## config.mk

```make
export PLATFORM = sky130hd
export DESIGN_NAME = rog_relay
export DESIGN_NICKNAME = d
export VERILOG_FILES = /design/src/rtl/rog_pkg.sv /design/src/rtl/rog_dly_if.sv /design/src/rtl/rog_delay.sv /design/src/rtl/rog_ms_tick.sv /design/src/rtl/rog_relay.sv
export SDC_FILE = /design/constraint.sdc
export NUM_CORES = 1
export LEC_CHECK = 0
export ABC_AREA = 1
export BUFFER_PORTS_ARGS = -buffer_cell sky130_fd_sc_hd__buf_2
export CORE_MARGIN = 3
export CORE_UTILIZATION = 30
export CTS_BUF_LIST = sky130_fd_sc_hd__clkbuf_8
export DETAILED_ROUTE_END_ITERATION = 10
export HOLD_SLACK_MARGIN = 0.08
export PLACE_DENSITY_LB_ADDON = 0.3
export SYNTH_ARGS = -nofsm -noshare
export SYNTH_HDL_FRONTEND = slang
export SYNTH_SLANG_ARGS = --single-unit
```

## constraint.sdc

```tcl
create_clock -name hclk -period 3.35 [get_ports hclk]
set_input_delay 0.67 -clock hclk [delete_from_list [all_inputs] [get_ports hclk]]
set_output_delay 0.67 -clock hclk [all_outputs]
set_load 0.02 [all_outputs]
```

## src/rtl/rog_pkg.sv

```systemverilog
`default_nettype none
package rog_pkg;
  // Clock and millisecond base
  localparam int unsigned CLK_PERIOD_NS = 40;
  localparam int unsigned MS_NS         = 1_000_000;
  localparam int unsigned MS_CYCLES     = MS_NS / CLK_PERIOD_NS;

  // Register byte offsets
  localparam logic [11:0] OFS_CONFIG = 12'h000;
  localparam logic [11:0] OFS_BLINK  = 12'h004;
  localparam logic [11:0] OFS_DELAY  = 12'h008;
  localparam logic [11:0] OFS_STATUS = 12'h00c;

  // Config fields
  localparam int unsigned CFG_TYPE_LSB    = 0;
  localparam int unsigned CFG_GATE_LSB    = 4;
  localparam int unsigned CFG_OVR_POL     = 8;
  localparam int unsigned CFG_OVR_STATE   = 9;
  localparam int unsigned CFG_UNL_PERMIT  = 10;
  localparam int unsigned CFG_DLY_EN      = 11;
  localparam int unsigned CFG_GATE_USED   = 12;
  localparam int unsigned CFG_OVR_USED    = 13;
  localparam logic [31:0] CFG_WMASK       = 32'h0000_3f77;
  localparam logic [31:0] CFG_RESET       = 32'h0000_0001;

  // Response styles
  localparam logic [2:0] TYPE_UNUSED   = 3'h0;
  localparam logic [2:0] TYPE_NORMAL   = 3'h1;
  localparam logic [2:0] TYPE_INVERSE  = 3'h2;
  localparam logic [2:0] TYPE_LATCHED  = 3'h3;
  localparam logic [2:0] TYPE_INV_LAT  = 3'h4;
  localparam logic [2:0] TYPE_TOGGLE   = 3'h5;

  // Gating responses
  localparam logic [2:0] GATE_EN_ON       = 3'h0;
  localparam logic [2:0] GATE_EN_OFF      = 3'h1;
  localparam logic [2:0] GATE_DIS_ON      = 3'h2;
  localparam logic [2:0] GATE_DIS_OFF     = 3'h3;
  localparam logic [2:0] GATE_EN_ON_HOLD  = 3'h4;
  localparam logic [2:0] GATE_EN_OFF_HOLD = 3'h5;

  // Timing setpoints in milliseconds
  localparam logic [15:0] BLINK_MS_RESET = 16'h01f4;
  localparam logic [31:0] DELAY_RESET    = 32'h0000_0000;
endpackage : rog_pkg
`default_nettype wire

```

## src/rtl/rog_dly_if.sv

```systemverilog
`default_nettype none
interface rog_dly_if;
  logic        tick;
  logic        en;
  logic [15:0] on_ms;
  logic [15:0] off_ms;
  logic        din;
  logic        dout;
  modport ctl (output tick, output en, output on_ms, output off_ms, output din, input dout);
  modport dly (input tick, input en, input on_ms, input off_ms, input din, output dout);
endinterface : rog_dly_if
`default_nettype wire

```

## src/rtl/rog_delay.sv

```systemverilog
`default_nettype none
module rog_delay
  import rog_pkg::*;
(
  // Clock and reset
  input  wire logic hclk,
  input  wire logic hresetn,
  // Delay request and result
  rog_dly_if.dly    d
);
  logic        out_reg;
  logic        out_next;
  logic [15:0] cnt_reg;
  logic [15:0] cnt_next;
  logic [15:0] target;

  always_comb
  begin
    target   = d.din ? d.on_ms : d.off_ms;
    out_next = out_reg;
    cnt_next = cnt_reg;
    if (!d.en || d.din == out_reg)
    begin
      // Pending change withdrawn: restart the wait next time
      out_next = d.din;
      cnt_next = 16'h0000;
    end
    else if (cnt_reg >= target)
    begin
      out_next = d.din;
      cnt_next = 16'h0000;
    end
    else if (d.tick)
    begin
      cnt_next = cnt_reg + 16'h0001;
    end
  end

  always_ff @(posedge hclk or negedge hresetn)
  begin
    if (!hresetn)
    begin
      out_reg <= 1'b0;
      cnt_reg <= 16'h0000;
    end
    else
    begin
      out_reg <= out_next;
      cnt_reg <= cnt_next;
    end
  end

  // Bypass when disabled, so no extra pipeline stage sits in the plain path
  assign d.dout = d.en ? out_reg : d.din;
endmodule : rog_delay
`default_nettype wire

```

## src/rtl/rog_ms_tick.sv

```systemverilog
`default_nettype none
module rog_ms_tick
  import rog_pkg::*;
#(
  parameter int unsigned CYCLES = MS_CYCLES
)(
  // Clock and reset
  input  wire logic hclk,
  input  wire logic hresetn,
  // Millisecond pulse
  output logic      tick
);
  logic [31:0] cnt_reg;
  logic [31:0] cnt_next;

  always_comb
  begin
    cnt_next = cnt_reg + 32'h0000_0001;
    if (cnt_reg >= 32'(CYCLES - 1))
    begin
      cnt_next = 32'h0000_0000;
    end
  end

  always_ff @(posedge hclk or negedge hresetn)
  begin
    if (!hresetn)
    begin
      cnt_reg <= 32'h0000_0000;
    end
    else
    begin
      cnt_reg <= cnt_next;
    end
  end

  assign tick = (cnt_reg >= 32'(CYCLES - 1));
endmodule : rog_ms_tick
`default_nettype wire

```

## src/rtl/rog_relay.sv

```systemverilog
// How it works
// - Gating response setting takes six codes, zero to five.
// - Codes 0 and 3 follow control while gate on, else off.
// - Codes 1 and 2 follow control while gate off, else off.
// - Code 4 follows control while gate on, else holds last state.
// - Code 5 follows control while gate off, else holds last state.
// - Active override beats gating entirely.
// - Override polarity 0 acts on signal off, 1 on signal on.
// - Forced state 0 selects normally open, 1 normally closed.
// - Unlatch works only in latched styles with unlatch permitted.
// - Latched style: unlatch on forces off, stays off after release.
// - Inverse latched style: unlatch on forces on, stays on after.
// - Latched toggles on control rising edge; inverse latched on falling.
// - Inverse style: control on gives normally open, off normally closed.
// - Toggle style alternates once per blink interval, default 500 ms.
// - With delay enabled, wait on-delay or off-delay in ms before change.
//
// Design decisions made here: the address map and the AHB-Lite slave port.
`default_nettype none
module rog_relay
  import rog_pkg::*;
#(
  parameter int unsigned MS_CYC = MS_CYCLES
)(
  // Clock and reset
  input  wire logic        hclk,
  input  wire logic        hresetn,
  // AHB-Lite slave
  input  wire logic        hsel,
  input  wire logic [31:0] haddr,
  input  wire logic [1:0]  htrans,
  input  wire logic        hwrite,
  input  wire logic [2:0]  hsize,
  input  wire logic [31:0] hwdata,
  input  wire logic        hready,
  output logic      [31:0] hrdata,
  output logic             hreadyout,
  output logic             hresp,
  // Selected on/off sources
  input  wire logic        ctrl_in,
  input  wire logic        gate_in,
  input  wire logic        override_in,
  input  wire logic        unlatch_in,
  // Relay contact select
  output logic             relay_nc,
  output logic             relay_no
);
  ////////////////////////////////////////////////////////////////////////////////
  // Register bus
  logic [31:0] cfg_reg;
  logic [31:0] cfg_next;
  logic [15:0] blink_ms_reg;
  logic [15:0] blink_ms_next;
  logic [31:0] delay_reg;
  logic [31:0] delay_next;
  logic [11:0] addr_reg;
  logic [11:0] addr_next;
  logic        wr_reg;
  logic        wr_next;
  logic [31:0] status;

  // Registered control state
  logic        relay_reg;
  logic        relay_next;
  logic        latch_reg;
  logic        latch_next;
  logic        ctrl_prev_reg;
  logic        ctrl_prev_next;
  logic        blink_reg;
  logic        blink_next;
  logic [15:0] blink_cnt_reg;
  logic [15:0] blink_cnt_next;

  // Decoded settings and combinational terms
  logic [2:0]  out_type;
  logic [2:0]  gate_resp;
  logic        ovr_active;
  logic        unl_effective;
  logic        style_out;
  logic        delayed_out;
  logic        gated_out;
  logic        ms_tick;

  always_comb
  begin
    cfg_next      = cfg_reg;
    blink_ms_next = blink_ms_reg;
    delay_next    = delay_reg;
    addr_next     = addr_reg;
    wr_next       = 1'b0;
    // Data phase of a write accepted last cycle
    if (wr_reg)
    begin
      if (addr_reg == OFS_CONFIG)
      begin
        cfg_next = hwdata & CFG_WMASK;
      end
      else if (addr_reg == OFS_BLINK)
      begin
        blink_ms_next = hwdata[15:0];
      end
      else if (addr_reg == OFS_DELAY)
      begin
        delay_next = hwdata;
      end
    end
    if (hsel && hready && htrans[1])
    begin
      addr_next = {haddr[11:2], 2'b00};
      wr_next   = hwrite;
    end
  end

  always_ff @(posedge hclk or negedge hresetn)
  begin
    if (!hresetn)
    begin
      cfg_reg      <= CFG_RESET;
      blink_ms_reg <= BLINK_MS_RESET;
      delay_reg    <= DELAY_RESET;
      addr_reg     <= 12'h000;
      wr_reg       <= 1'b0;
    end
    else
    begin
      cfg_reg      <= cfg_next;
      blink_ms_reg <= blink_ms_next;
      delay_reg    <= delay_next;
      addr_reg     <= addr_next;
      wr_reg       <= wr_next;
    end
  end

  assign status = {24'h00_0000, style_out, ovr_active, latch_reg, unlatch_in,
                   override_in, gate_in, ctrl_in, relay_reg};

  // Read mux over flops and live status bits; unmapped offsets read zero
  always_comb
  begin
    if (addr_reg == OFS_CONFIG)
    begin
      hrdata = cfg_reg;
    end
    else if (addr_reg == OFS_BLINK)
    begin
      hrdata = {16'h0000, blink_ms_reg};
    end
    else if (addr_reg == OFS_DELAY)
    begin
      hrdata = delay_reg;
    end
    else if (addr_reg == OFS_STATUS)
    begin
      hrdata = status;
    end
    else
    begin
      hrdata = 32'h0000_0000;
    end
  end

  // Zero wait states, always OKAY
  assign hreadyout = 1'b1;
  assign hresp     = 1'b0;

  ////////////////////////////////////////////////////////////////////////////////
  // Millisecond base and response delay
  rog_ms_tick #(
    .CYCLES  (MS_CYC)
  ) u_tick (
    .hclk    (hclk),
    .hresetn (hresetn),
    .tick    (ms_tick)
  );

  rog_dly_if dly_bus ();

  assign dly_bus.tick   = ms_tick;
  assign dly_bus.en     = cfg_reg[CFG_DLY_EN];
  assign dly_bus.on_ms  = delay_reg[15:0];
  assign dly_bus.off_ms = delay_reg[31:16];
  assign dly_bus.din    = style_out;
  assign delayed_out    = dly_bus.dout;

  rog_delay u_delay (
    .hclk    (hclk),
    .hresetn (hresetn),
    .d       (dly_bus.dly)
  );

  ////////////////////////////////////////////////////////////////////////////////
  // Response style
  assign out_type      = cfg_reg[CFG_TYPE_LSB +: 3];
  assign gate_resp     = cfg_reg[CFG_GATE_LSB +: 3];
  assign unl_effective = unlatch_in && cfg_reg[CFG_UNL_PERMIT]
                         && (out_type == TYPE_LATCHED || out_type == TYPE_INV_LAT);

  always_comb
  begin
    latch_next     = latch_reg;
    ctrl_prev_next = ctrl_in;
    blink_next     = blink_reg;
    blink_cnt_next = blink_cnt_reg;
    if (unl_effective)
    begin
      // Held while unlatch is on; edges of control are ignored meanwhile
      latch_next = (out_type == TYPE_INV_LAT);
    end
    else if (out_type == TYPE_LATCHED && ctrl_in && !ctrl_prev_reg)
    begin
      latch_next = !latch_reg;
    end
    else if (out_type == TYPE_INV_LAT && !ctrl_in && ctrl_prev_reg)
    begin
      latch_next = !latch_reg;
    end
    // Blink runs only while control is on, so a stopped blinker is off
    if (out_type != TYPE_TOGGLE || !ctrl_in)
    begin
      blink_next     = 1'b0;
      blink_cnt_next = 16'h0000;
    end
    else if (ms_tick)
    begin
      if (blink_cnt_reg + 16'h0001 >= blink_ms_reg)
      begin
        blink_next     = !blink_reg;
        blink_cnt_next = 16'h0000;
      end
      else
      begin
        blink_cnt_next = blink_cnt_reg + 16'h0001;
      end
    end
    case (out_type)
      TYPE_NORMAL:  style_out = ctrl_in;
      TYPE_INVERSE: style_out = !ctrl_in;
      TYPE_LATCHED: style_out = latch_reg;
      TYPE_INV_LAT: style_out = latch_reg;
      TYPE_TOGGLE:  style_out = blink_reg;
      default:      style_out = 1'b0;
    endcase
  end

  ////////////////////////////////////////////////////////////////////////////////
  // Gating and override
  always_comb
  begin
    if (!cfg_reg[CFG_GATE_USED])
    begin
      gated_out = delayed_out;
    end
    else
    begin
      case (gate_resp)
        GATE_EN_ON, GATE_DIS_OFF:  gated_out = gate_in && delayed_out;
        GATE_EN_OFF, GATE_DIS_ON:  gated_out = !gate_in && delayed_out;
        GATE_EN_ON_HOLD:  gated_out = gate_in ? delayed_out : relay_reg;
        GATE_EN_OFF_HOLD: gated_out = gate_in ? relay_reg : delayed_out;
        default:          gated_out = 1'b0;
      endcase
    end
  end

  assign ovr_active = cfg_reg[CFG_OVR_USED]
                      && (cfg_reg[CFG_OVR_POL] ? override_in : !override_in);

  always_comb
  begin
    if (out_type == TYPE_UNUSED)
    begin
      relay_next = 1'b0;
    end
    else if (ovr_active)
    begin
      relay_next = cfg_reg[CFG_OVR_STATE];
    end
    else
    begin
      relay_next = gated_out;
    end
  end

  always_ff @(posedge hclk or negedge hresetn)
  begin
    if (!hresetn)
    begin
      relay_reg     <= 1'b0;
      latch_reg     <= 1'b0;
      ctrl_prev_reg <= 1'b0;
      blink_reg     <= 1'b0;
      blink_cnt_reg <= 16'h0000;
    end
    else
    begin
      relay_reg     <= relay_next;
      latch_reg     <= latch_next;
      ctrl_prev_reg <= ctrl_prev_next;
      blink_reg     <= blink_next;
      blink_cnt_reg <= blink_cnt_next;
    end
  end

  // Relay on means common rests on normally closed
  assign relay_nc = relay_reg;
  assign relay_no = !relay_reg;
endmodule : rog_relay
`default_nettype wire

```

==> run summary, run 1 <==
reg-to-reg startpoint - cfg_reg[0]
outcome - finished clean
fin area - 8880 sq um
wire per inst - 13.2 um
GRT Resource Usage Total - 14.2%
die area - 27400 sq um
synth warn - 0
hpwl dp - 13900 um
Max rail drop VDD - 0.000196 V
largest family of logic cells by synthesized area - simple AND/OR/NAND/NOR gates
first-pass GRT wire length - 30300 um
CTS Buf Count - 17
CTS-repair resized insts - 0
number of global-route vias before repair - 6078
hold_buf cts - 0
placed instance count - 1370
multiplexer share of the synthesized area - 1.33%
Syn-to-layout area delta - 16.3%
root buf cell - clkbuf_8
Pleak - 4.57 nW
TritonRoute pass-1 iters - 5
relative slew slack - 48.0%
layout cells sized above 1 - 15.3%
Post-Syn Area per Cell - 7.93 sq um
Compound-Gate Fraction of Synth Area - 10.1%
site row count - 57
Arrival @ worst endpoint - 2.46 ns
worst skew pair latency - 0.45 ns
overall power - 3.38 mW
worst slew pin tran - 0.779 ns
via count - 6350
RSZ-0062 raised after global routing - false
# IOs - 114
Power Density - 381 nW/um^2
Synth top area share - 43.6%
Post-Route Skew - 0.0182 ns
xor-xnor portion of the synthesized cell area - 2.75%
utilization after layout - 36.0%
Port Buffer Count - 85
Slew Viols, Final - 0
Critical Path End Type - primary output
worst-path fanout max - 9
Final nets - 1180
pin count of the biggest net entering global routing - 85
chip width - 166 um
H-Tree Level Count - 4
Seq cells post-synth - 140
drt total wl - 18500 um
initial antenna violation count - 0
Die Y-Extent - 166 um
Core Area - 24700 sq um
Fin. Hold Viols - 0
worst hold path class - in -> async
final setup fails - 0
reg2reg setup slack - 0.37 ns
1st-iter DRT viols - 229
reg2reg end - u_delay.cnt_reg[13]
Worst-path clk slew - 0.09 ns
gr ovfl total - 0
CTS max path bufs - 2
drt drc - 0
ANT nets after route - 0
Yosys top cell by area - dfrtp_1
simple-gate share of the synthesized area - 25.2%
crit path from - addr_reg[5]
fin cells - 1404
vias per cell - 4.52
fillers - 2629
Worst setup SP type - flop
Post-Syn Instances - 963
Worst Setup EP - hrdata[8]
Clock Sinks - 140
Cell Area, Placed - 8460 sq um
maximum clock rate - 319 MHz
TritonCTS clock tree - done
ratio of final minimum period to clock period - 93.5%
# diodes - 0
Unique masters post-synth - 38
Critical Path RT - 2.68 ns
Starting Density - 31.0%
Worst Setup Path Type - reg -> out
worst reg2reg path depth - 16
top cells by area, synth - dfrtp_1 (44%), nand2_1 (11%), inv_1 (6.4%)
Placer Congestion - 0.806
Max-Cap Viols - 0
Final min period - 3.13 ns
register area share after synthesis - 46.0%
Setup TNS - 0 ns
synthesized area - 7640 sq um
Post-Synth Adder-Cell Area - 5.73%
## per-stage QoR
step	setup WS, ns	hold WS [ns]
floorplan	0.616	0.374
global placement	0.202	0.455
detailed placement	0.120	0.460
CTS	0.00837	0.294
global route	0.00728	0.311
finish	0.217	0.269
## cell families after synthesis
family                     count (synthesis)
AOI/OAI and AO/OA                        142
muxes                                      9
xor gates and xnor gates                  24
other                                      2
and+or+nand+nor                          447
DFF                                      140
buffers and inverters                    164
adders and majority gates                 35
## critical path, cell delays in order, from the launching register on
cell	delay (ns)
dfrtp_1	0.38
or2_4	0.27
nor3_1	0.30
nand2_2	0.24
buf_4	0.23
inv_1	0.14
nand3_1	0.09
o221ai_1	0.13
buf_2	0.23
## where the power goes
part | internal (mW) | switching, mW
Combinational | 0.0796 | 0.137
Clock | 0.636 | 0.749
Sequential | 1.75 | 0.0296
Total | 2.46 | 0.916
## Yosys cell counts
| cell | n |
|---|---|
| buf_4 | 8 |
| nand4_1 | 13 |
| ha_1 | 35 |
| o221ai_1 | 7 |
| nand2_2 | 3 |
| clkbuf_1 | 9 |
| o311ai_0 | 1 |
| a21o_1 | 1 |
| or2_2 | 1 |
| nor2_1 | 106 |
| mux2_2 | 9 |
| nand2_4 | 3 |
| nor2_2 | 1 |
| o21ai_0 | 85 |
| or2_4 | 1 |
| nor2_4 | 3 |
| dfrtp_1 | 133 |
| buf_1 | 1 |
| nor3_1 | 18 |
| inv_2 | 2 |
| o22ai_1 | 9 |
| a21oi_1 | 23 |
| nor3b_1 | 3 |
| o21a_1 | 1 |
| nand3_1 | 63 |
| nand2_1 | 228 |
| xor2_1 | 19 |
| nor3_4 | 2 |
| nand4_2 | 1 |
| nand3_2 | 1 |
| buf_2 | 12 |
| buf_6 | 1 |
| o21ai_1 | 8 |
| conb_1 | 2 |
| a211oi_1 | 7 |
| dfstp_2 | 7 |
| inv_1 | 131 |
| xnor2_1 | 5 |
## area by class of cell
cell class                 instances  area, sq um  area share (%)
multi-input combinational        676         3520            39.7
sequential                       140         3510            39.6
timing repair buffer              99          549            6.19
inverter                         133          499            5.62
tap                              324          405            4.57
clock buffer                      18          248            2.79
clock inverter                    14          145            1.63
## placed cells by master, fill, tap and decap left out, types with 2 or more instances in the layout
| master | instances |
|---|---|
| a211oi_1 | 7 |
| a21oi_1 | 23 |
| buf_2 | 84 |
| buf_4 | 13 |
| clkbuf_8 | 18 |
| clkinv_4 | 3 |
| conb_1 | 19 |
| dfrtp_1 | 133 |
| dfstp_2 | 7 |
| ha_1 | 35 |
| inv_1 | 131 |
| inv_2 | 2 |
| inv_6 | 7 |
| inv_8 | 2 |
| mux2_2 | 9 |
| nand2_1 | 228 |
| nand2_2 | 3 |
| nand2_4 | 3 |
| nand3_1 | 63 |
| nand4_1 | 13 |
| nor2_1 | 106 |
| nor2_4 | 3 |
| nor3_1 | 18 |
| nor3_4 | 2 |
| nor3b_1 | 3 |
| o21ai_0 | 85 |
| o21ai_1 | 8 |
| o221ai_1 | 7 |
| o22ai_1 | 9 |
| xnor2_1 | 5 |
| xor2_1 | 19 |
## worst min path at each step
stage | endpoint | slack [ns] | cells after the start
after CTS | u_tick.cnt_reg[27] | 0.29 | 1
final | delay_reg[16] | 0.27 | 1
after global placement | blink_reg | 0.45 | 2
after global routing | delay_reg[17] | 0.31 | 1
after detailed placement | blink_reg | 0.46 | 2
after floorplan | addr_reg[10] | 0.37 | 0
## metal layers
| layer | vias up | global-route usage (%) | wire [um] |
|---|---|---|---|
| met5 | - | 0 | 0 |
| met4 | 0 | 4.46 | 376 |
| met3 | 23 | 2.94 | 691 |
| met2 | 111 | 23.7 | 8950 |
| met1 | 2925 | 18.4 | 8480 |
| li1 | 3291 | - | - |
## what timing repair did
action                                  4_1_cts  5_1_grt
buffers inserted                              0        2
endpoints found under the setup margin        0        4
hold endpoints to repair                      0        0
Note: power is estimated with default switching activity, not from simulation.
==> run 2: changes to the inputs <==
--- a/config.mk
+++ b/config.mk
@@ -12,7 +12,7 @@
 export CTS_BUF_LIST = sky130_fd_sc_hd__clkbuf_8
 export DETAILED_ROUTE_END_ITERATION = 10
 export HOLD_SLACK_MARGIN = 0.08
-export PLACE_DENSITY_LB_ADDON = 0.3
+export PLACE_DENSITY_LB_ADDON = 0.1
 export SYNTH_ARGS = -nofsm -noshare
 export SYNTH_HDL_FRONTEND = slang
 export SYNTH_SLANG_ARGS = --single-unit
==> run summary, run 2 (synthesis gave the netlist of run 1 again) <==
Starting Density - 31.0% (unchanged)
crit path from - addr_reg[11]
CTS Buf Count - 17 (unchanged)
hold_buf cts - 0 (unchanged)
worst-path fanout max - 33 (+24)
net switching power - 0.954 mW (+4.2%)
Gate power share - 6.5% (about the same)
TritonRoute pass-1 iters - 5 (unchanged)
Arrival @ worst endpoint - 2.44 ns (-0.02 ns)
Slew Viols, Final - 0 (unchanged)
reg-to-reg startpoint - cfg_reg[0]
Worst Setup EP - hrdata[7]
instance count on the critical path - 7 (-1)
CP max stage cell - dfrtp_1
critical path's top delay family - simple AND/OR/NAND/NOR gates
GRT Resource Usage Total - 14.8% (+0.64 points)
wire per inst - 13.9 um (+5.5%)
Power Internal - 2.46 mW (-0.23%)
Sw Share - 28.0% (+0.87 points)
# IOs - 114 (unchanged)
Critical Path RT - 2.68 ns (about the same)
root buf cell - clkbuf_8
commonest non-fill, non-tap cell in the layout - nand2_1
pin count of the biggest net entering global routing - 66 (-22%)
first-pass GRT wire length - 31500 um (+4.0%)
Die Y-Extent - 166 um (unchanged)
Worst Setup Path Type - reg -> out
1st-iter DRT viols - 396 (+73%)
Syn-to-layout area delta - 16.3% (about the same)
Max-Cap Viols - 0 (unchanged)
sequential share of power - 52.1% (-0.5 points)
Buf/Inv on CP - 1 (-2)
layout cells sized above 1 - 15.3% (about the same)
number of global-route vias before repair - 5966 (-1.8%)
Crit path largest cell delay - 0.38 ns (about the same)
gr ovfl total - 0 (unchanged)
reg2reg end - u_delay.cnt_reg[13]
hpwl dp - 14700 um (+6.0%)
via count - 6226 (-2.0%)
most frequent cells in the layout - nand2_1 (228), dfrtp_1 (133), inv_1 (131), nor2_1 (106), o21ai_0 (85)
Post-Route Skew - 0.0172 ns (-0.00104 ns)
final setup fails - 0 (unchanged)
die area - 27400 sq um (unchanged)
# diodes - 0 (unchanged)
CTS max path bufs - 2 (unchanged)
Cell Area, Placed - 8480 sq um (+0.24%)
Worst-path clk slew - 0.10 ns (about the same)
utilization after layout - 36.0% (about the same)
worst reg2reg path depth - 16 (unchanged)
fin cells - 1403 (-0.071%)
Pleak - 4.57 nW (about the same)
fillers - 2685 (+2.1%)
placed instance count - 1371 (+0.073%)
Core Area - 24700 sq um (unchanged)
chip width - 166 um (unchanged)
RSZ-0062 raised after global routing - false
Placer Congestion - 0.796 (-1.2%)
worst hold path class - in -> async
maximum clock rate - 321 MHz (+0.59%)
overall power - 3.41 mW (+0.97%)
ANT nets after route - 0 (unchanged)
fin area - 8890 sq um (about the same)
H-Tree Level Count - 4 (unchanged)
Worst setup SP type - flop
Max rail drop VDD - 0.000205 V (+4.6%)
worst slew pin tran - 0.629 ns (-0.151 ns)
Port Buffer Count - 85 (unchanged)
Clock Sinks - 140 (unchanged)
drt drc - 0 (unchanged)
Critical Path End Type - primary output
Final min period - 3.11 ns (-0.0185 ns)
vias per cell - 4.44 (-1.9%)
Final nets - 1179 (-0.085%)
Clk network pwr share - 41.4% (+0.4 points)
site row count - 57 (unchanged)
relative slew slack - 58.1% (+10 points)
drt total wl - 19500 um (+5.4%)
Critical Path, Cell by Cell - or2_2, nor2_1, nand2_4, o21ai_0, a21oi_1, nor2_1, buf_2
ratio of final minimum period to clock period - 93.0% (-0.55 points)
CP most frequent cell - nor2_1
reg2reg setup slack - 0.37 ns (about the same)
TritonCTS clock tree - done
worst skew pair latency - 0.46 ns (about the same)
Power Density - 384 nW/um^2 (+0.90%)
outcome - finished clean
initial antenna violation count - 0 (unchanged)
Fin. Hold Viols - 0 (unchanged)
Setup TNS - 0 ns (unchanged)
==> run 2: cell count changes in the layout (fill, tap and decap cells not counted) <==
cell      delta
clkinv_8     +1
clkinv_2     -1
clkbuf_8     -1
clkinv_4     -1
inv_6        +1
inv_8        +1
nor3_1       -1
buf_4        -1
nor3_2       +1
==> run 2: what timing repair did <==
item,in CTS,in global routing
setup endpoints to repair,0,4
resized for setup,0,1
setup buffers,0,0
==> run 2: layout make-up <==
| type | count | area (sq um) | share of cell area (%) |
|---|---|---|---|
| multi-input combinational | 676 | 3530 | 39.7 |
| sequential | 140 | 3510 | 39.5 |
| timing repair buffer | 98 | 542 | 6.10 |
| inverter | 133 | 499 | 5.62 |
| tap | 324 | 405 | 4.56 |
| clock buffer | 17 | 234 | 2.63 |
| clock inverter | 15 | 168 | 1.89 |
==> run 2: how the worst min path moves through the flow <==
| stage | end | startpoint |
|---|---|---|
| global route | u_tick.cnt_reg[6] | hresetn |
| CTS | addr_reg[3] | hresetn |
| floorplan | addr_reg[10] | hresetn |
| detailed placement | blink_reg | blink_reg |
| global placement | blink_reg | blink_reg |
| finish | u_tick.cnt_reg[6] | hresetn |
==> run 2: routing by layer <==
| metal | vias up | GRT usage (%) | wire [um] |
|---|---|---|---|
| met4 | 0 | 3.40 | 171 |
| li1 | 3287 | - | - |
| met1 | 2851 | 20.5 | 9520 |
| met5 | - | 0 | 0 |
| met2 | 80 | 24.1 | 9190 |
| met3 | 8 | 2.89 | 625 |
==> run 2: power groups by stage <==
stage          sequential (mW)  combinational [mW]  clock, mW
2_1_floorplan             1.80               0.112          0
3_3_place_gp              1.81               0.225          0
3_5_place_dp              1.81               0.226          0
4_1_cts                   1.78               0.227       1.48
5_1_grt                   1.79               0.256       1.55
6_report                  1.78               0.220       1.41
==> run 2: metrics by stage <==
| stage | setup WS, ns | hold WS, ns |
|---|---|---|
| final | 0.236 | 0.201 |
| after global routing | 0.000385 | 0.218 |
| after CTS | 0.156 | 0.209 |
| after detailed placement | 0.121 | 0.467 |
| after global placement | 0.111 | 0.454 |
| after floorplan | 0.616 | 0.374 |
==> run 3: changes to the inputs <==
==> constraint.sdc (replaced) <==
create_clock -name hclk -period 3.36 [get_ports hclk]
set_input_delay 0.672 -clock hclk [delete_from_list [all_inputs] [get_ports hclk]]
set_output_delay 0.672 -clock hclk [all_outputs]
set_load 0.02 [all_outputs]
==> run summary, run 3 (synthesis gave the netlist of run 1 again) <==
outcome - finished clean
worst slew pin tran - 0.690 ns (+0.0616 ns)
# diodes - 0 (unchanged)
most frequent cells in the layout - nand2_1 (227), dfrtp_1 (133), inv_1 (131), nor2_1 (106), o21ai_0 (85)
Post-Route Skew - 0.0180 ns (+0.000855 ns)
site row count - 57 (unchanged)
RSZ-0062 raised after global routing - false
chip width - 166 um (unchanged)
Arrival @ worst endpoint - 2.46 ns (+0.02 ns)
number of global-route vias before repair - 6137 (+2.9%)
Final min period - 3.13 ns
maximum clock rate - 319 MHz
pin count of the biggest net entering global routing - 70 (+6.1%)
CTS max path bufs - 2 (unchanged)
Placer Congestion - 0.797 (about the same)
TritonRoute pass-1 iters - 5 (unchanged)
via count - 6207 (-0.31%)
Max-Cap Viols - 0 (unchanged)
reg2reg end - u_delay.cnt_reg[0]
wire per inst - 14.0 um (+0.97%)
Worst-path clk slew - 0.10 ns (about the same)
Worst Setup Path Type - reg -> out
relative slew slack - 54.0% (-4.1 points)
Critical Path End Type - primary output
final setup fails - 0 (unchanged)
ANT nets after route - 0 (unchanged)
commonest non-fill, non-tap cell in the layout - nand2_1
Core Area - 24700 sq um (unchanged)
CP max stage cell - dfrtp_1
Port Buffer Count - 85 (unchanged)
reg-to-reg startpoint - cfg_reg[0]
worst-path fanout max - 14 (-58%)
worst hold path class - in -> async
TritonCTS clock tree - done
H-Tree Level Count - 4 (unchanged)
Fin. Hold Viols - 0 (unchanged)
Syn-to-layout area delta - 16.0%
worst reg2reg path depth - 16 (unchanged)
fillers - 2671 (-0.52%)
layout cells sized above 1 - 15.2% (-0.079 points)
Hold Slack - 0.249 ns (+0.0481 ns)
drt total wl - 19700 um (+0.90%)
worst skew pair latency - 0.45 ns (about the same)
drt drc - 0 (unchanged)
Final nets - 1178 (-0.085%)
gr ovfl total - 0 (unchanged)
Critical Path, Cell by Cell - or2_2, nor2_1, nand2_2, nand2_2, a211oi_1, nor2_1, buf_2
crit path from - addr_reg[11]
# IOs - 114 (unchanged)
post-CTS setup buffers - 0 (unchanged)
Max rail drop VDD - 0.000278 V (+36%)
vias per cell - 4.43 (-0.23%)
root buf cell - clkbuf_8
hold_buf cts - 0 (unchanged)
Power Density - 380 nW/um^2 (-1.1%)
CTS Buf Count - 17 (unchanged)
ratio of final minimum period to clock period - 93.2%
Pleak - 4.55 nW (-0.54%)
Crit path largest cell delay - 0.38 ns (about the same)
Starting Density - 31.0% (unchanged)
Setup TNS - 0 ns (unchanged)
Worst Setup EP - hrdata[5]
hpwl dp - 14700 um (-0.14%)
first-pass GRT wire length - 32400 um (+2.9%)
Critical Path RT - 2.69 ns (about the same)
reg2reg setup slack - 0.38 ns (about the same)
1st-iter DRT viols - 322 (-19%)
initial antenna violation count - 0 (unchanged)
Clock Sinks - 140 (unchanged)
Slew Viols, Final - 0 (unchanged)
die area - 27400 sq um (unchanged)
Worst setup SP type - flop
Die Y-Extent - 166 um (unchanged)
GRT Resource Usage Total - 15.2% (+0.41 points)
utilization after layout - 35.9% (-0.11 points)
==> run 3: what timing repair did <==
action	CTS	global route
gates resized for setup	0	1
endpoints found under the setup margin	0	4
hold endpoints to repair	0	0
==> run 3: cell type report <==
cell class,count,area (sq um),area share [%]
Clock buffer,17,234,2.64
Clock inverter,15,151,1.71
Inverter,133,499,5.63
Multi-Input combinational cell,676,3520,39.8
Sequential cell,140,3510,39.6
Tap cell,324,405,4.58
Timing Repair Buffer,97,534,6.03
==> run 3: layer usage <==
layer / GRT usage (%) / up-vias / routed length (um) / part of all wire, %
met5: 0 / - / 0 / 0
met1: 21.1 / 2838 / 9620 / 49
met4: 3.71 / 0 / 215 / 1.1
met3: 2.67 / 12 / 626 / 3.2
met2: 24.7 / 75 / 9220 / 47
li1: - / 3282 / - / -
==> run 3: worst min-delay path by stage <==
stage,from,end,slack (ns)
final,hresetn,u_tick.cnt_reg[5],0.25
after global placement,blink_reg,blink_reg,0.46
after global routing,hresetn,u_tick.cnt_reg[5],0.27
after floorplan,hresetn,addr_reg[10],0.38
after detailed placement,blink_reg,blink_reg,0.46
after CTS,hresetn,u_tick.cnt_reg[2],0.24
==> run 3: through the flow <==
stage / power (mW) / cell area, sq um / worst slack [ns] / instances
floorplan: 1.91 / 7700 / 0.624 / 980
global placement: 2.03 / 8470 / 0.114 / 1370
detailed placement: 2.03 / 8470 / 0.132 / 1370
CTS: 3.43 / 8860 / 0.0755 / 1402
global route: 3.54 / 8860 / 0.0593 / 1402
finish: 3.36 / 8860 / 0.230 / 1402
==> run 3: report_power, final <==
group / leakage (nW) / switching (mW) / internal [mW] / total [mW]
combinational: 2.77 / 0.140 / 0.0796 / 0.220
clock: 0.187 / 0.763 / 0.610 / 1.37
sequential: 1.59 / 0.0291 / 1.74 / 1.77
==> run 3: worst max-delay path, delay by kind of cell (launching register included) <==
family | cells | cell delay, ns
and+or+nand+nor | 5 | 1.33
buffers and inverters | 1 | 0.22
AOI/OAI and AO/OA | 1 | 0.08
DFF | 1 | 0.38
